[config.mk]
export PLATFORM = sky130hd
export DESIGN_NAME = dmcd_decoder
export DESIGN_NICKNAME = d
export VERILOG_FILES = /design/src/dmcd_pkg.sv /design/src/dmcd_decoder.sv
export SDC_FILE = /design/constraint.sdc
export NUM_CORES = 1
export LEC_CHECK = 0
export BUFFER_PORTS_ARGS = -buffer_cell sky130_fd_sc_hd__buf_2
export CAP_MARGIN = 25
export CELL_PAD_IN_SITES_DETAIL_PLACEMENT = 1
export CELL_PAD_IN_SITES_GLOBAL_PLACEMENT = 1
export CORE_MARGIN = 2
export CORE_UTILIZATION = 54
export DETAILED_ROUTE_END_ITERATION = 10
export HOLD_SLACK_MARGIN = 0.15
export PLACE_DENSITY = 0.87
export SYNTH_ARGS = -nofsm -noshare
export SYNTH_HDL_FRONTEND = slang
export SYNTH_SLANG_ARGS = --single-unit
export TNS_END_PERCENT = 10
[constraint.sdc]
create_clock -name i_ref_clk -period 5.1 [get_ports i_ref_clk]
set_input_delay 0.51 -clock i_ref_clk [delete_from_list [all_inputs] [get_ports i_ref_clk]]
set_output_delay 0.51 -clock i_ref_clk [all_outputs]
set_load 0.02 [all_outputs]
[src/dmcd_pkg.sv]
/*
 * Shared constants for the display module command decoder: command
 * opcodes, register numbers, flag numbers, ranges, reset values.
 * Assumes a character-level front end has already parsed bus frames.
 */
package dmcd_pkg;
  // command opcodes delivered by the frame parser
  localparam logic [1:0] OP_LOAD = 2'h0;
  localparam logic [1:0] OP_SET = 2'h1;
  localparam logic [1:0] OP_CLEAR = 2'h2;
  localparam logic [1:0] OP_READ = 2'h3;
  // register numbers
  localparam logic [7:0] REG_DISPLAY_VALUE = 8'h00;
  localparam logic [7:0] REG_DECIMAL_PLACES = 8'h01;
  localparam logic [7:0] REG_MAILBOX_FIRST = 8'h0A;
  localparam logic [7:0] REG_MAILBOX_LAST = 8'h19;
  localparam logic [15:0] DECIMAL_PLACES_MAX = 16'h0005;
  localparam logic [15:0] VALUE_RESET = 16'h0000;
  // flag numbers
  localparam logic [7:0] FLAG_RESET_ALL = 8'h01;
  localparam logic [7:0] FLAG_SYM_FIRST = 8'h02;
  localparam logic [7:0] FLAG_SIGNED = 8'h06;
  localparam logic [7:0] FLAG_POINT_ON = 8'h07;
  localparam logic [7:0] FLAG_TEXT_FIRST = 8'h15;
  localparam logic [7:0] FLAG_TEXT_LAST = 8'h1D;
  localparam logic [7:0] FLAG_TEST = 8'h1E;
  localparam int SYM_COUNT = 4;
  localparam int TEXT_COUNT = 9;
  // address range and error codes
  localparam logic [4:0] ADDR_MIN = 5'h01;
  localparam logic [1:0] ERR_NONE = 2'h0;
  localparam logic [1:0] ERR_UNKNOWN = 2'h3;
endpackage : dmcd_pkg

[src/dmcd_decoder.sv]
/*
 * Display module command decoder: executes parsed bus commands addressed
 * to this module and holds the display registers and flags.
 * Assumes a parser on the same clock hands over one command per strobe,
 * and that the address switches are static pins (synchronised here).
 */
// Contract
// - all control arrives only as commands from the bus
// - address comes from rear switches, valid range 1 to 31
// - load command stores operand into the numbered register
// - set command turns the numbered flag on
// - clear command turns the numbered flag off
// - register 0 display value, 0..65535, reset 0, write-only
// - register 1 decimal places 0..5, reset 0, write-only
// - registers 10..25 are mailboxes, readable and writable, reset 0
// - flags 2..5 light plus, minus, leading one, bar symbols
// - flag 7 lights decimal point, defaults on
// - flags 21..29 select fixed text messages, default off
// - flag 30 forces display test, default off
// - register 0 shown on five-digit display
// - register 1 gives decimal places, zero means no point
// - uninterpretable or unexecutable command sends an error reply
// - unknown operation or register gives error type 3
module dmcd_decoder
  import dmcd_pkg::*;
(
  // clock and reset
  input wire logic i_ref_clk,
  input wire logic i_arst_n,
  // address switches
  input wire logic [4:0] i_addr_sw,
  // parsed command
  input wire logic i_cmd_valid,
  input wire logic [1:0] i_cmd_op,
  input wire logic [4:0] i_cmd_addr,
  input wire logic [7:0] i_cmd_num,
  input wire logic [15:0] i_cmd_operand,
  // reply to controller
  output logic o_rsp_valid,
  output logic [1:0] o_rsp_err,
  output logic [15:0] o_rsp_data,
  // display state
  output logic [15:0] o_display_value,
  output logic [2:0] o_decimal_places,
  output logic [SYM_COUNT-1:0] o_symbols,
  output logic o_signed_en,
  output logic o_point_en,
  output logic [TEXT_COUNT-1:0] o_text_sel,
  output logic o_test_en
);
  logic [4:0] addr_meta_r;
  logic [4:0] addr_r;
  logic [15:0] mailbox_r [16];
  logic [3:0] mb_idx;
  logic hit;
  logic is_mb;
  logic is_sym;
  logic is_text;
  logic flag_ok;
  logic load_ok;
  logic soft_rst;
  logic [1:0] err_nxt;
  logic [1:0] sym_idx;
  logic [3:0] text_idx;
  logic flag_wr;
  logic flag_val;

  // switches are pins: two flops before use
  always_ff @(posedge i_ref_clk or negedge i_arst_n) begin
    if (!i_arst_n) begin
      addr_meta_r <= 5'h00;
      addr_r <= 5'h00;
    end else begin
      addr_meta_r <= i_addr_sw;
      addr_r <= addr_meta_r;
    end
  end

  // address 0 is outside the switch range, so it never matches
  assign hit = i_cmd_valid && addr_r >= ADDR_MIN && i_cmd_addr == addr_r;
  assign is_mb = i_cmd_num >= REG_MAILBOX_FIRST && i_cmd_num <= REG_MAILBOX_LAST;
  assign mb_idx = 4'(i_cmd_num - REG_MAILBOX_FIRST);
  assign is_sym = i_cmd_num >= FLAG_SYM_FIRST && i_cmd_num < FLAG_SIGNED;
  assign sym_idx = 2'(i_cmd_num - FLAG_SYM_FIRST);
  assign is_text = i_cmd_num >= FLAG_TEXT_FIRST && i_cmd_num <= FLAG_TEXT_LAST;
  assign text_idx = 4'(i_cmd_num - FLAG_TEXT_FIRST);
  assign flag_ok = i_cmd_num == FLAG_RESET_ALL || is_sym || i_cmd_num == FLAG_SIGNED
                   || i_cmd_num == FLAG_POINT_ON || is_text || i_cmd_num == FLAG_TEST;
  // the other loadable registers are 16 bits wide, so only decimal places can overflow
  assign load_ok = i_cmd_num == REG_DISPLAY_VALUE || is_mb
                   || (i_cmd_num == REG_DECIMAL_PLACES
                       && i_cmd_operand <= DECIMAL_PLACES_MAX);
  // reset-all acts on the set command and does not stay latched
  assign soft_rst = hit && i_cmd_op == OP_SET && i_cmd_num == FLAG_RESET_ALL;
  // flag 1 only drives the soft reset; no flop below decodes it
  assign flag_wr = hit && (i_cmd_op == OP_SET || i_cmd_op == OP_CLEAR);
  assign flag_val = i_cmd_op == OP_SET;

  always_comb begin
    err_nxt = ERR_NONE;
    unique case (i_cmd_op)
      OP_LOAD: if (!load_ok) err_nxt = ERR_UNKNOWN;
      OP_SET, OP_CLEAR: if (!flag_ok) err_nxt = ERR_UNKNOWN;
      OP_READ: if (!is_mb) err_nxt = ERR_UNKNOWN;
    endcase
  end

  // every addressed command gets a one-cycle reply strobe
  always_ff @(posedge i_ref_clk or negedge i_arst_n) begin
    if (!i_arst_n) begin
      o_rsp_valid <= 1'b0;
    end else begin
      o_rsp_valid <= hit;
    end
  end

  // error code 0 means done; code and data hold until the next reply
  always_ff @(posedge i_ref_clk or negedge i_arst_n) begin
    if (!i_arst_n) begin
      o_rsp_err <= ERR_NONE;
      o_rsp_data <= VALUE_RESET;
    end else if (hit) begin
      o_rsp_err <= err_nxt;
      o_rsp_data <= (i_cmd_op == OP_READ && is_mb) ? mailbox_r[mb_idx] : VALUE_RESET;
    end
  end

  // display value and decimal places
  always_ff @(posedge i_ref_clk or negedge i_arst_n) begin
    if (!i_arst_n) begin
      o_display_value <= VALUE_RESET;
      o_decimal_places <= 3'h0;
    end else if (soft_rst) begin
      o_display_value <= VALUE_RESET;
      o_decimal_places <= 3'h0;
    end else if (hit && i_cmd_op == OP_LOAD && load_ok) begin
      if (i_cmd_num == REG_DISPLAY_VALUE) o_display_value <= i_cmd_operand;
      if (i_cmd_num == REG_DECIMAL_PLACES) o_decimal_places <= i_cmd_operand[2:0];
    end
  end

  // mailbox bank
  // no display use; controllers pass data to each other here
  for (genvar g = 0; g < 16; g++) begin : g_mb
    always_ff @(posedge i_ref_clk or negedge i_arst_n) begin
      if (!i_arst_n) begin
        mailbox_r[g] <= VALUE_RESET;
      end else if (soft_rst) begin
        mailbox_r[g] <= VALUE_RESET;
      end else if (hit && i_cmd_op == OP_LOAD && is_mb && mb_idx == 4'(g)) begin
        mailbox_r[g] <= i_cmd_operand;
      end
    end
  end

  // symbol flags, one flop per symbol
  for (genvar s = 0; s < SYM_COUNT; s++) begin : g_sym
    always_ff @(posedge i_ref_clk or negedge i_arst_n) begin
      if (!i_arst_n) begin
        o_symbols[s] <= 1'b0;
      end else if (soft_rst) begin
        o_symbols[s] <= 1'b0;
      end else if (flag_wr && is_sym && sym_idx == 2'(s)) begin
        o_symbols[s] <= flag_val;
      end
    end
  end

  // text flags are independent; more than one may be on at once
  for (genvar t = 0; t < TEXT_COUNT; t++) begin : g_text
    always_ff @(posedge i_ref_clk or negedge i_arst_n) begin
      if (!i_arst_n) begin
        o_text_sel[t] <= 1'b0;
      end else if (soft_rst) begin
        o_text_sel[t] <= 1'b0;
      end else if (flag_wr && is_text && text_idx == 4'(t)) begin
        o_text_sel[t] <= flag_val;
      end
    end
  end

  // signed display function
  always_ff @(posedge i_ref_clk or negedge i_arst_n) begin
    if (!i_arst_n) begin
      o_signed_en <= 1'b0;
    end else if (soft_rst) begin
      o_signed_en <= 1'b0;
    end else if (flag_wr && i_cmd_num == FLAG_SIGNED) begin
      o_signed_en <= flag_val;
    end
  end

  // decimal point is the only flag that comes up on
  always_ff @(posedge i_ref_clk or negedge i_arst_n) begin
    if (!i_arst_n) begin
      o_point_en <= 1'b1;
    end else if (soft_rst) begin
      o_point_en <= 1'b1;
    end else if (flag_wr && i_cmd_num == FLAG_POINT_ON) begin
      o_point_en <= flag_val;
    end
  end

  // display test pattern
  always_ff @(posedge i_ref_clk or negedge i_arst_n) begin
    if (!i_arst_n) begin
      o_test_en <= 1'b0;
    end else if (soft_rst) begin
      o_test_en <= 1'b0;
    end else if (flag_wr && i_cmd_num == FLAG_TEST) begin
      o_test_en <= flag_val;
    end
  end
endmodule : dmcd_decoder

* Word level (Yosys, flattened, before mapping)
Index checks and enable logic that the tools add are counted.
** Storage, ports and cells
- Bits in registers :: 320
- Input bits :: 39
- Output and inout bits :: 54
- Word-level logic and storage cells :: 262
** Cells by class
- Add/sub/neg operators :: 3
- Order comparisons :: 9
- Eq/ne operators :: 34
- Muxes and demuxes :: 78
- Bitwise gates (word level) :: 1
- Reductions and logical operators :: 98
** Operators by type and width (count)
- 16-bit two-way mux :: 38
- 2-bit nonzero test :: 35
- 16-bit binary-select mux with 4-bit select :: 1
- 1-bit logical AND :: 47
- 4-bit equality test, second input constant :: 9
- 4-bit by 3-bit equality test with 1-bit output, second input constant :: 8
- 1-bit two-way mux :: 32
- 4-bit by 2-bit equality test with 1-bit output, second input constant :: 4
- 8-bit by 3-bit equality test with 1-bit output, second input constant :: 2
- 16-bit by 3-bit less-or-equal comparator with 1-bit output, second input constant :: 1
- 8-bit by 5-bit less-or-equal comparator with 1-bit output, second input constant :: 2
- 3-bit two-way mux :: 3
- 2-bit equality test, second input constant :: 4
- 4-bit by 1-bit equality test with 1-bit output, second input constant :: 2
- 8-bit by 1-bit equality test with 1-bit output, second input constant :: 1
- 8-bit by 5-bit equality test with 1-bit output, second input constant :: 1
- 8-bit by 2-bit >= comparator with 1-bit output, second input constant :: 1
- 8-bit by 4-bit >= comparator with 1-bit output, second input constant :: 1
- 8-bit by 5-bit >= comparator with 1-bit output, second input constant :: 1
- 4-bit logical NOT :: 2
- 8-bit logical NOT :: 1
- 1-bit logical OR :: 8
- 8-bit by 3-bit less-than comparator with 1-bit output, second input constant :: 1
- 2-bit two-way mux :: 3
- 12 further kinds :: 15

* Logic depth before layout (Yosys ltp)
Gate-level depths: netlist of the first run.
- Word-level depth :: 9
- Mapped depth :: 11

* Least setup slack after synthesis of the first run
Ideal clock, no wire load.
- Kind :: input to register
- From :: input port i_cmd_num[1]
- To :: register mailbox_r[133] in the netlist's numbering
- Library setup time :: 0.131 ns
- Arrival :: 2.566 ns
- Data required time :: 4.969 ns
- Setup slack :: 2.404 ns
- Stages :: 10
- Buffers on the path :: 4
- Cells stage by stage :: buf_2 -> clkbuf_1 -> inv_1 -> ha_1 -> xor2_1 -> and2_1 -> clkbuf_1 -> nand2_1 -> buf_2 -> mux2i_1
** Between the ends
- Word-level cells in the longest chain between the ends :: 5
** Ends and longest elaborated chain
- start: declaration :: line dmcd_decoder.sv:36 : input wire logic [7:0] i_cmd_num,
- 8-bit by 4-bit >= comparator with 1-bit output or 8-bit by 5-bit less-or-equal comparator with 1-bit output (tied branches) :: line dmcd_decoder.sv:81 : assign is_mb = i_cmd_num >= REG_MAILBOX_FIRST && i_cmd_num <= REG_MAILBOX_LAST;
- 1-bit logical AND :: line dmcd_decoder.sv:81
- 1-bit logical AND (2 in a row) :: line dmcd_decoder.sv:150 : end else if (hit && i_cmd_op == OP_LOAD && is_mb && mb_idx == 4'(g)) begin
- 2-bit nonzero test (no source line)
- end signal: indexed assignment :: line dmcd_decoder.sv:151 : mailbox_r[g] <= i_cmd_operand;
- end: declaration :: line dmcd_decoder.sv:53 : logic [15:0] mailbox_r [16];
Parallel ways exist; a longest one is shown, timed or not.
A chain may end at the register's enable or synchronous reset.

* Worst setup path after layout of the first run
- From :: register addr_r[0]
- To :: register o_text_sel[7]
** Between the ends
- Word-level cells in the longest chain between the ends :: 7
** Ends and longest elaborated chain
- start: declaration :: line dmcd_decoder.sv:52 : logic [4:0] addr_r;
- start signal: assignment :: line dmcd_decoder.sv:75 : addr_r <= addr_meta_r;
- 5-bit by 1-bit >= comparator with 1-bit output :: line dmcd_decoder.sv:80 : assign hit = i_cmd_valid && addr_r >= ADDR_MIN && i_cmd_addr == addr_r;
- 1-bit logical AND :: line dmcd_decoder.sv:80
- 1-bit logical AND (*) :: line dmcd_decoder.sv:80
- 1-bit logical AND :: line dmcd_decoder.sv:96 : assign flag_wr = hit && (i_cmd_op == OP_SET || i_cmd_op == OP_CLEAR);
- 1-bit logical AND (2 in a row) :: line dmcd_decoder.sv:176 : end else if (flag_wr && is_text && text_idx == 4'(t)) begin
- 2-bit nonzero test (no source line)
- end signal: indexed assignment :: line dmcd_decoder.sv:177 : o_text_sel[t] <= flag_val;
- end: declaration :: line dmcd_decoder.sv:48 : output logic [TEXT_COUNT-1:0] o_text_sel,
Mark *: on every way between the ends. The rest lies on a longest branch, timed or not.

==> results of run 1 <==
what timing repair did:
| action | 4_1_cts | 5_1_grt |
|---|---|---|
| setup buffers | 0 | 0 |
| hold endpoints to repair | 94 | 0 |
| hold buffers | 6 | 0 |
stage by stage:
| step | total power [mW] | setup slack (ns) | instance area, um2 |
|---|---|---|---|
| floorplan | 2.75 | 2.40 | 15600 |
| global placement | 2.88 | 1.58 | 16300 |
| detailed placement | 2.89 | 1.50 | 16300 |
| CTS | 5.67 | 1.47 | 17600 |
| global route | 5.78 | 1.30 | 17600 |
| finish | 5.65 | 1.48 | 17600 |
layer usage:
layer | up-vias | share of wire (%) | track usage, %
met1 | 5921 | 40 | 40.5
met2 | 415 | 50 | 54.0
li1 | 4732 | - | -
met4 | 0 | 4.3 | 13.2
met3 | 151 | 6.0 | 5.95
met5 | - | 0 | 0
layout by cell type, fill, tap and decap left out, drive strengths merged, types with 7 or more instances in the layout:
master	instances
nand2	322
dfrtp	318
mux2i	273
buf	130
mux4	64
clkbuf	48
a22oi	33
nor2	24
a22o	16
inv	15
nand4	12
a21oi	12
o21ai	11
nand3	9
o31ai	9
nor4	7
ha	7
power breakdown:
part           internal (mW)  switching (mW)  total, mW
clock network           1.72            1.08       2.80
logic                 0.0795           0.228      0.307
registers               2.54         0.00496       2.54
total                   4.34            1.31       5.65
logic make-up after synthesis:
group | Yosys count | share of synthesized area (%)
XOR/XNOR | 7 | 0.393
flip-flops | 319 | 51.2
AO/OA/AOI/OAI | 105 | 4.95
AND/OR/NAND/NOR | 412 | 12.2
buffers and inverters | 118 | 4.02
adder cells (fa/ha/maj) | 7 | 0.561
multiplexers | 337 | 26.7
flip-flops by register name, indices dropped and copies added (netlist names), 3 cells and up:
register and cells:
o_decimal_places 3, o_display_value 16, addr_r 5, o_symbols 4, o_text_sel 9, addr_meta_r 5
o_rsp_data 16, mailbox_r 256
worst paths after layout:
path,startpoint,endpoint,cells past startpoint
worst min register to register,addr_meta_r[4]$_DFF_PN0_,addr_r[4]$_DFF_PN0_,0
worst min-delay path,i_cmd_operand[6],o_display_value[6]$_DFFE_PN0P_,3
min in group asynchronous,i_arst_n,addr_meta_r[2]$_DFF_PN0_,2
max in group asynchronous,i_arst_n,mailbox_r[84]$_DFFE_PN0P_,3
worst max register to register,addr_r[0]$_DFF_PN0_,o_text_sel[7]$_DFFE_PN0P_,6
worst max-delay path,addr_r[0]$_DFF_PN0_,o_text_sel[7]$_DFFE_PN0P_,6
layout make-up:
class | count | share of cell area, %
Clock buffer | 48 | 5.82
Clock inverter | 14 | 1.35
Inverter | 14 | 0.298
Multi-Input combinational cell | 868 | 39.7
Sequential cell | 319 | 45.3
Tap cell | 384 | 2.72
Timing Repair Buffer | 136 | 4.84
worst max-delay path: stages, from the launching register on:
cell                      delay, ns
sky130_fd_sc_hd__dfrtp_1       0.40
sky130_fd_sc_hd__or4_1         0.54
sky130_fd_sc_hd__a21oi_2       0.40
sky130_fd_sc_hd__or4_4         0.74
sky130_fd_sc_hd__buf_4         0.72
sky130_fd_sc_hd__nand2_1       0.35
sky130_fd_sc_hd__o31ai_1       0.35
==> results.md, run 1 <==
Die:
- The area of the core is 0.0285 mm2.
- From bottom edge to top edge, the die measures 174 um.
- The starting density of the core is 54.7%.
- The I/O pin count is 93.
- The floorplan step defined a die boundary enclosing 0.0303 mm2.
- The die span in x is 174 um.
- The number of rows created at floorplan is 62.

Setup path:
- The kind of launch point of the worst setup path is a flop.
- In this run the register-to-register setup slack is 1.48 ns.
- The critical path start-end classification is reg -> reg.
- The arrival time at the worst endpoint is 4.04 ns.
- The top fanout value on the critical path is 62.
- The type of destination of the critical path is a flop.
- The required time of the worst setup path is 5.51 ns.

GRT:
- The number of antenna violations at the first check in global routing is 0.
- Global routing finished with a remaining overflow of 0.
- The first global-routing pass estimated 74100 um of wire.
- The via count of the first global-routing pass is 12.5k.
- Entering global routing, the biggest net connects 138 pins.
- The global router's overall resource usage is 31.8%.

STA:
- The upper clock frequency limit is 276 MHz.
- The final critical-path share of the clock period is 71.1%.
- The worst pin sits at a relative slew slack of 33.6%.
- Setup repair after global routing left no endpoint under its margin.
- Between clock sinks in the finished design, the worst skew comes to 0.0208 ns.
- The total negative setup slack is 0 ns.
- The count of pins over their slew limit is 0.
- For the finished layout, the period the worst path requires is 3.62 ns.
- Hold is met by 0.284 ns.
- The transition time at the pin with the least slew margin is 0.982 ns.
- The final hold violation count came to 0.
- The final-report setup violation count is 0.

Power and ir drop:
- Dividing total power by cell area gives a power density of 320 mW/mm2.
- The total leakage power is 9.72 nW.
- The worst-case IR drop observed on VDD is 251 uV.

CTS:
- TritonCTS built the clock tree.
- For the worst-skew pair, the clock arrives at the later sink with an insertion delay of 0.54 ns.
- After clock tree synthesis, the repair step resized 0 gates.
- The clock passes through at most 3 buffers.
- The number of H-tree levels is 2.
- The tree is rooted in a sky130_fd_sc_hd__clkbuf_16.
- Clock tree synthesis inserted a total of 35 buffers.
- The clock drives 319 sinks.
- The clock transition time at the flip-flop clock pins of the worst setup and hold paths is 0.06 ns.

Synthesis:
- Summing the sequential cell areas from Yosys gives 51.2% of the chip area.
- The most used flip-flop cell after synthesis is sky130_fd_sc_hd__dfrtp_1.
- Synthesis produced a netlist with a net count of 1351.
- The biggest area consumer among synthesized cells is sky130_fd_sc_hd__dfrtp_1.
- The synthesized netlist occupies a cell area of 0.0156 mm2.
- In the synthesized netlist, the cells that appear most often are sky130_fd_sc_hd__dfrtp_1 (318), sky130_fd_sc_hd__nand2_1 (312), sky130_fd_sc_hd__mux2i_1 (273).
- In this run, synthesis produced a sequential element count of 319.
- In the post-synthesis netlist, the cell with the most instances is sky130_fd_sc_hd__dfrtp_1.
- The synthesis warning total is 0.
- Summed over its instances, the top area cell type makes up 51.0% of the synthesized netlist area.
- By area the synthesized netlist is led by sky130_fd_sc_hd__dfrtp_1 (51%), sky130_fd_sc_hd__mux2i_1 (18%), sky130_fd_sc_hd__mux4_2 (9.2%).
- Counting flops with an async set or reset pin after synthesis yields a share of 100%.
- The number of library cell types mapped by synthesis is 57.
- Synthesis handed over a netlist of 1305 instances.
- The synthesized area per cell is 12.0 um2.
- The number of flops mapped to enable cells by yosys is 0.

Placed design:
- The number of placed cells counting well taps is 1714.
- At the end of routability-driven placement, the weighted congestion stood at 0.844.
- The HPWL after detailed placement is 28000 um.
- The count of buffers added on input and output ports is 92.

Cells and area:
- The area taken by flip-flops and latches is 0.00798 mm2.
- The final net count is 1420.
- The antenna diode count is 0.
- The share of final-layout standard cells stronger than drive strength 1 is 19.4%.
- The area taken by multi-input logic gates is 0.00701 mm2.
- The final instance count without filler cells is 1783.
- Fill cells in the final layout number 2860.
- The area growth from synthesis to layout is 13.0%.
- The utilization of the core after routing is 61.8%.

Routing:
- The first-iteration detailed-routing DRC count is 998.
- For this block, the via count after detailed routing is 11.2k.
- Dividing the detail-routed wire length by the instance count gives 26.4 um.
- Using the TritonRoute via totals, the vias-per-cell ratio works out to 6.29.
- The final wirelength is 47100 um.
- The DRC violation count after routing is 0.
- The remaining number of nets flagged by the antenna check after routing is 0.
- For this run, the detailed router's first-pass iteration total came to 5.

Hold path:
- The path class of the tightest hold or removal check is in -> reg.

Job:
- Max-cap violations in this run came to 0.

Outcome:
- The flow ran to the end, and the final reports show no timing, DRC or antenna violations.
No activity file was read; power rests on OpenSTA's default activity.
==> run 2: changes to the inputs <==
--- a/config.mk
+++ b/config.mk
@@ -10,10 +10,10 @@
 export CELL_PAD_IN_SITES_DETAIL_PLACEMENT = 1
 export CELL_PAD_IN_SITES_GLOBAL_PLACEMENT = 1
 export CORE_MARGIN = 2
-export CORE_UTILIZATION = 54
+export CORE_UTILIZATION = 50
 export DETAILED_ROUTE_END_ITERATION = 10
 export HOLD_SLACK_MARGIN = 0.15
-export PLACE_DENSITY = 0.87
+export PLACE_DENSITY = 0.81
 export SYNTH_ARGS = -nofsm -noshare
 export SYNTH_HDL_FRONTEND = slang
 export SYNTH_SLANG_ARGS = --single-unit
==> constraint.sdc (replaced) <==
create_clock -name i_ref_clk -period 3.45 [get_ports i_ref_clk]
set_input_delay 0.345 -clock i_ref_clk [delete_from_list [all_inputs] [get_ports i_ref_clk]]
set_output_delay 0.345 -clock i_ref_clk [all_outputs]
set_load 0.02 [all_outputs]
==> run 2 against run 1 <==
Effect of this change: flip-flop and latch count did not move; sequential power rose by 48%; largest power group unchanged; global-route usage fell by 3.6 points; count of clock-buffer cells in the layout rose by 2.
==> results.md, run 2 (same netlist as run 1, synthesis figures left out) <==
STA:
- Measured against its own limit, the worst slew margin works out to 35.6%.
- The final-report setup violation count is 0.
- The minimum clock period is 2.88 ns.
- The final critical-path share of the clock period is 83.4%.
- Across all hold checks on the routed design, the worst slack comes to 0.164 ns.
- Static timing analysis puts the maximum clock frequency at 348 MHz.
- Setup total negative slack on the finished layout was measured at 0 ns.
- The final hold violation count came to 0.
- Setup repair after global routing left no endpoint under its margin.
- The worst path meets setup with 0.574 ns of slack.
- The count of pins over their slew limit was 0.
- At the pin with the least slew margin, the transition time is 0.957 ns.
- Across the routed clock network, the largest skew measured is 0.0277 ns.

Die:
- The I/O pin count is 93.
- In this run the horizontal extent of the chip is 181 um.
- The core region is 0.0307 mm2.
- The area enclosed by the die boundary is 0.0326 mm2.
- The starting density of the core is 50.9%.
- From bottom edge to top edge, the die measures 181 um.
- The number of rows created at floorplan is 64.

Routing:
- The routed via count is 11.1k.
- The first detailed-routing pass took 5 iterations.
- The number of vias per cell is 6.12.
- For this run, design rule violations remaining after detail routing come to 0.
- The first-iteration detailed-routing DRC count is 946.
- Once detail routing completed, the nets flagged for antenna violations numbered 0.
- In the final routed layout, each cell accounts on average for 24.8 um.
- The final wirelength is 45100 um.

Cells and area:
- Leaving out fill and tap cells, the most frequent cells in the layout are sky130_fd_sc_hd__dfrtp_1 (318), sky130_fd_sc_hd__nand2_1 (312), sky130_fd_sc_hd__mux2i_1 (273).
- The flip-flop count of the largest register after layout is 256.
- The share of final-layout standard cells stronger than drive strength 1 is 20.3%.
- The register containing the most flip-flops in the final layout is mailbox_r.
- The final net count is 1441.
- The antenna diode count is 0.
- The final instance count without filler cells is 1816.
- Leaving out fill and tap cells, the most frequent cell in the layout is sky130_fd_sc_hd__dfrtp_1.
- The area growth from synthesis to layout is 14.3%.
- The largest registers in the layout are mailbox_r: 256 flops, o_display_value: 16 flops, o_rsp_data: 16 flops.

Placed design:
- At the placement stage, the worst setup path has a slack of 0.397 ns.
- The congestion estimate from routability-driven global placement came to 0.773.
- Input and output buffers added on the ports amount to 92.
- In this run, placement finished with an instance count of 1744.
- The HPWL after detailed placement is 28300 um.

GRT:
- Entering global routing, the biggest net connects 136 pins.
- The first global-routing pass estimated 72300 um of wire.
- After global routing the overflow that remains totals 0.
- The global router's overall resource usage is 28.3%.
- The via count of the first global-routing pass came to 12.4k.
- The number of antenna violations at the first check in global routing is 0.

Setup path:
- The library cell contributing the largest single delay on the critical path is sky130_fd_sc_hd__or4_1.
- The critical path start-end classification is reg -> reg.
- STA classifies the critical path endpoint as a flop.
- The worst setup path is launched from a flop.
- The critical path goes through or4_1, a21oi_2, or4_4, buf_12, o211ai_1, o31ai_1.
- The biggest cell delay along the critical path is 0.55 ns.
- The required time of the worst setup path is 3.87 ns.
- Data on the critical path arrives at its endpoint at 3.29 ns.
- In this run the worst path has a maximum fanout of 135.
- The worst-case register-to-register setup slack is 0.57 ns.

Outcome:
- The run finished with clean final reports.

CTS:
- Once the clock tree was built, the setup fixing pass inserted 0 buffers.
- The root buffer cell is sky130_fd_sc_hd__clkbuf_16.
- The clock passes through at most 3 buffers.
- The latest clock arrival within the worst-skew pair is 0.53 ns.
- The H-tree was split into 2 levels.
- The clock tree from TritonCTS is done.
- For this design, the sink count on the clock tree is 319.
- Clock tree synthesis inserted a total of 36 buffers.
- Clock-pin slew was measured on the worst setup and hold paths at 0.06 ns.

Power and ir drop:
- Across the VDD grid, the largest voltage drop is 261 uV.
- The overall power of the completed layout is 8.10 mW.
- Dividing total power by cell area gives a power density of 454 mW/mm2.
- Summed over all cells, the static leakage comes to 9.83 nW.

Hold path:
- The worst hold path belongs to the class in -> reg.

Job:
- Max-cap violations in this run came to 0.
[run 2: cell count changes in the layout (fill, tap and decap cells not counted), sizes merged]
cell	before	now
clkinv	6	9
dlygate4sd3	6	9
buf	130	147
clkinvlp	1	0
bufinv	6	3
clkbuf	48	50
[run 2: worst max-delay path: cells and delay by family (launching register included)]
kind	cells	cell delay, ns
DFF	1	0.39
and+or+nand+nor	2	1.00
AOI/OAI and AO/OA	3	0.81
buffers and inverters	1	0.50
[run 2: final cells by class]
class                      count  area (um2)
sequential                   319        7980
fill                        3104       12800
clock inverter                13         159
multi-input combinational    868        7010
inverter                      14        52.6
clock buffer                  50        1020
timing repair buffer         156        1120
tap                          396         495
[run 2: routing by layer]
layer	up-vias	global-route usage, %	share of wire (%)
met5	-	0	0
met4	0	10.4	3.2
met3	106	5.30	5.5
met2	335	46.5	49
met1	5876	37.5	42
li1	4798	-	-
[run 2: report_power, final]
part           total [mW]  switching, mW  internal, mW
clock network        3.86           1.56          2.30
registers            3.76        0.00741          3.75
logic               0.476          0.340         0.136
total                8.10           1.91          6.19
[run 2: what timing repair did]
action                     in CTS  in global routing
setup endpoints to repair       0                  0
hold buffers                    9                  0
hold endpoints to repair       86                  0
gates resized for setup         0                  0
[run 2: per-stage QoR]
step                      cell area [um2]  util [%]
after floorplan                     15600         -
after global routing                17800      58.2
after global placement              16600      54.0
after CTS                           17800      58.2
final                               17800      58.2
after detailed placement            16600      54.0
[run 2: final timing paths]
check,from,to,cells past startpoint
max in group asynchronous,i_arst_n,mailbox_r[60]$_DFFE_PN0P_,3
worst max register to register,addr_r[0]$_DFF_PN0_,o_text_sel[0]$_DFFE_PN0P_,6
worst min-delay path,i_cmd_operand[3],o_display_value[3]$_DFFE_PN0P_,3
worst max-delay path,addr_r[0]$_DFF_PN0_,o_text_sel[0]$_DFFE_PN0P_,6
worst min register to register,addr_meta_r[2]$_DFF_PN0_,addr_r[2]$_DFF_PN0_,0
min in group asynchronous,i_arst_n,o_symbols[0]$_DFFE_PN0P_,2
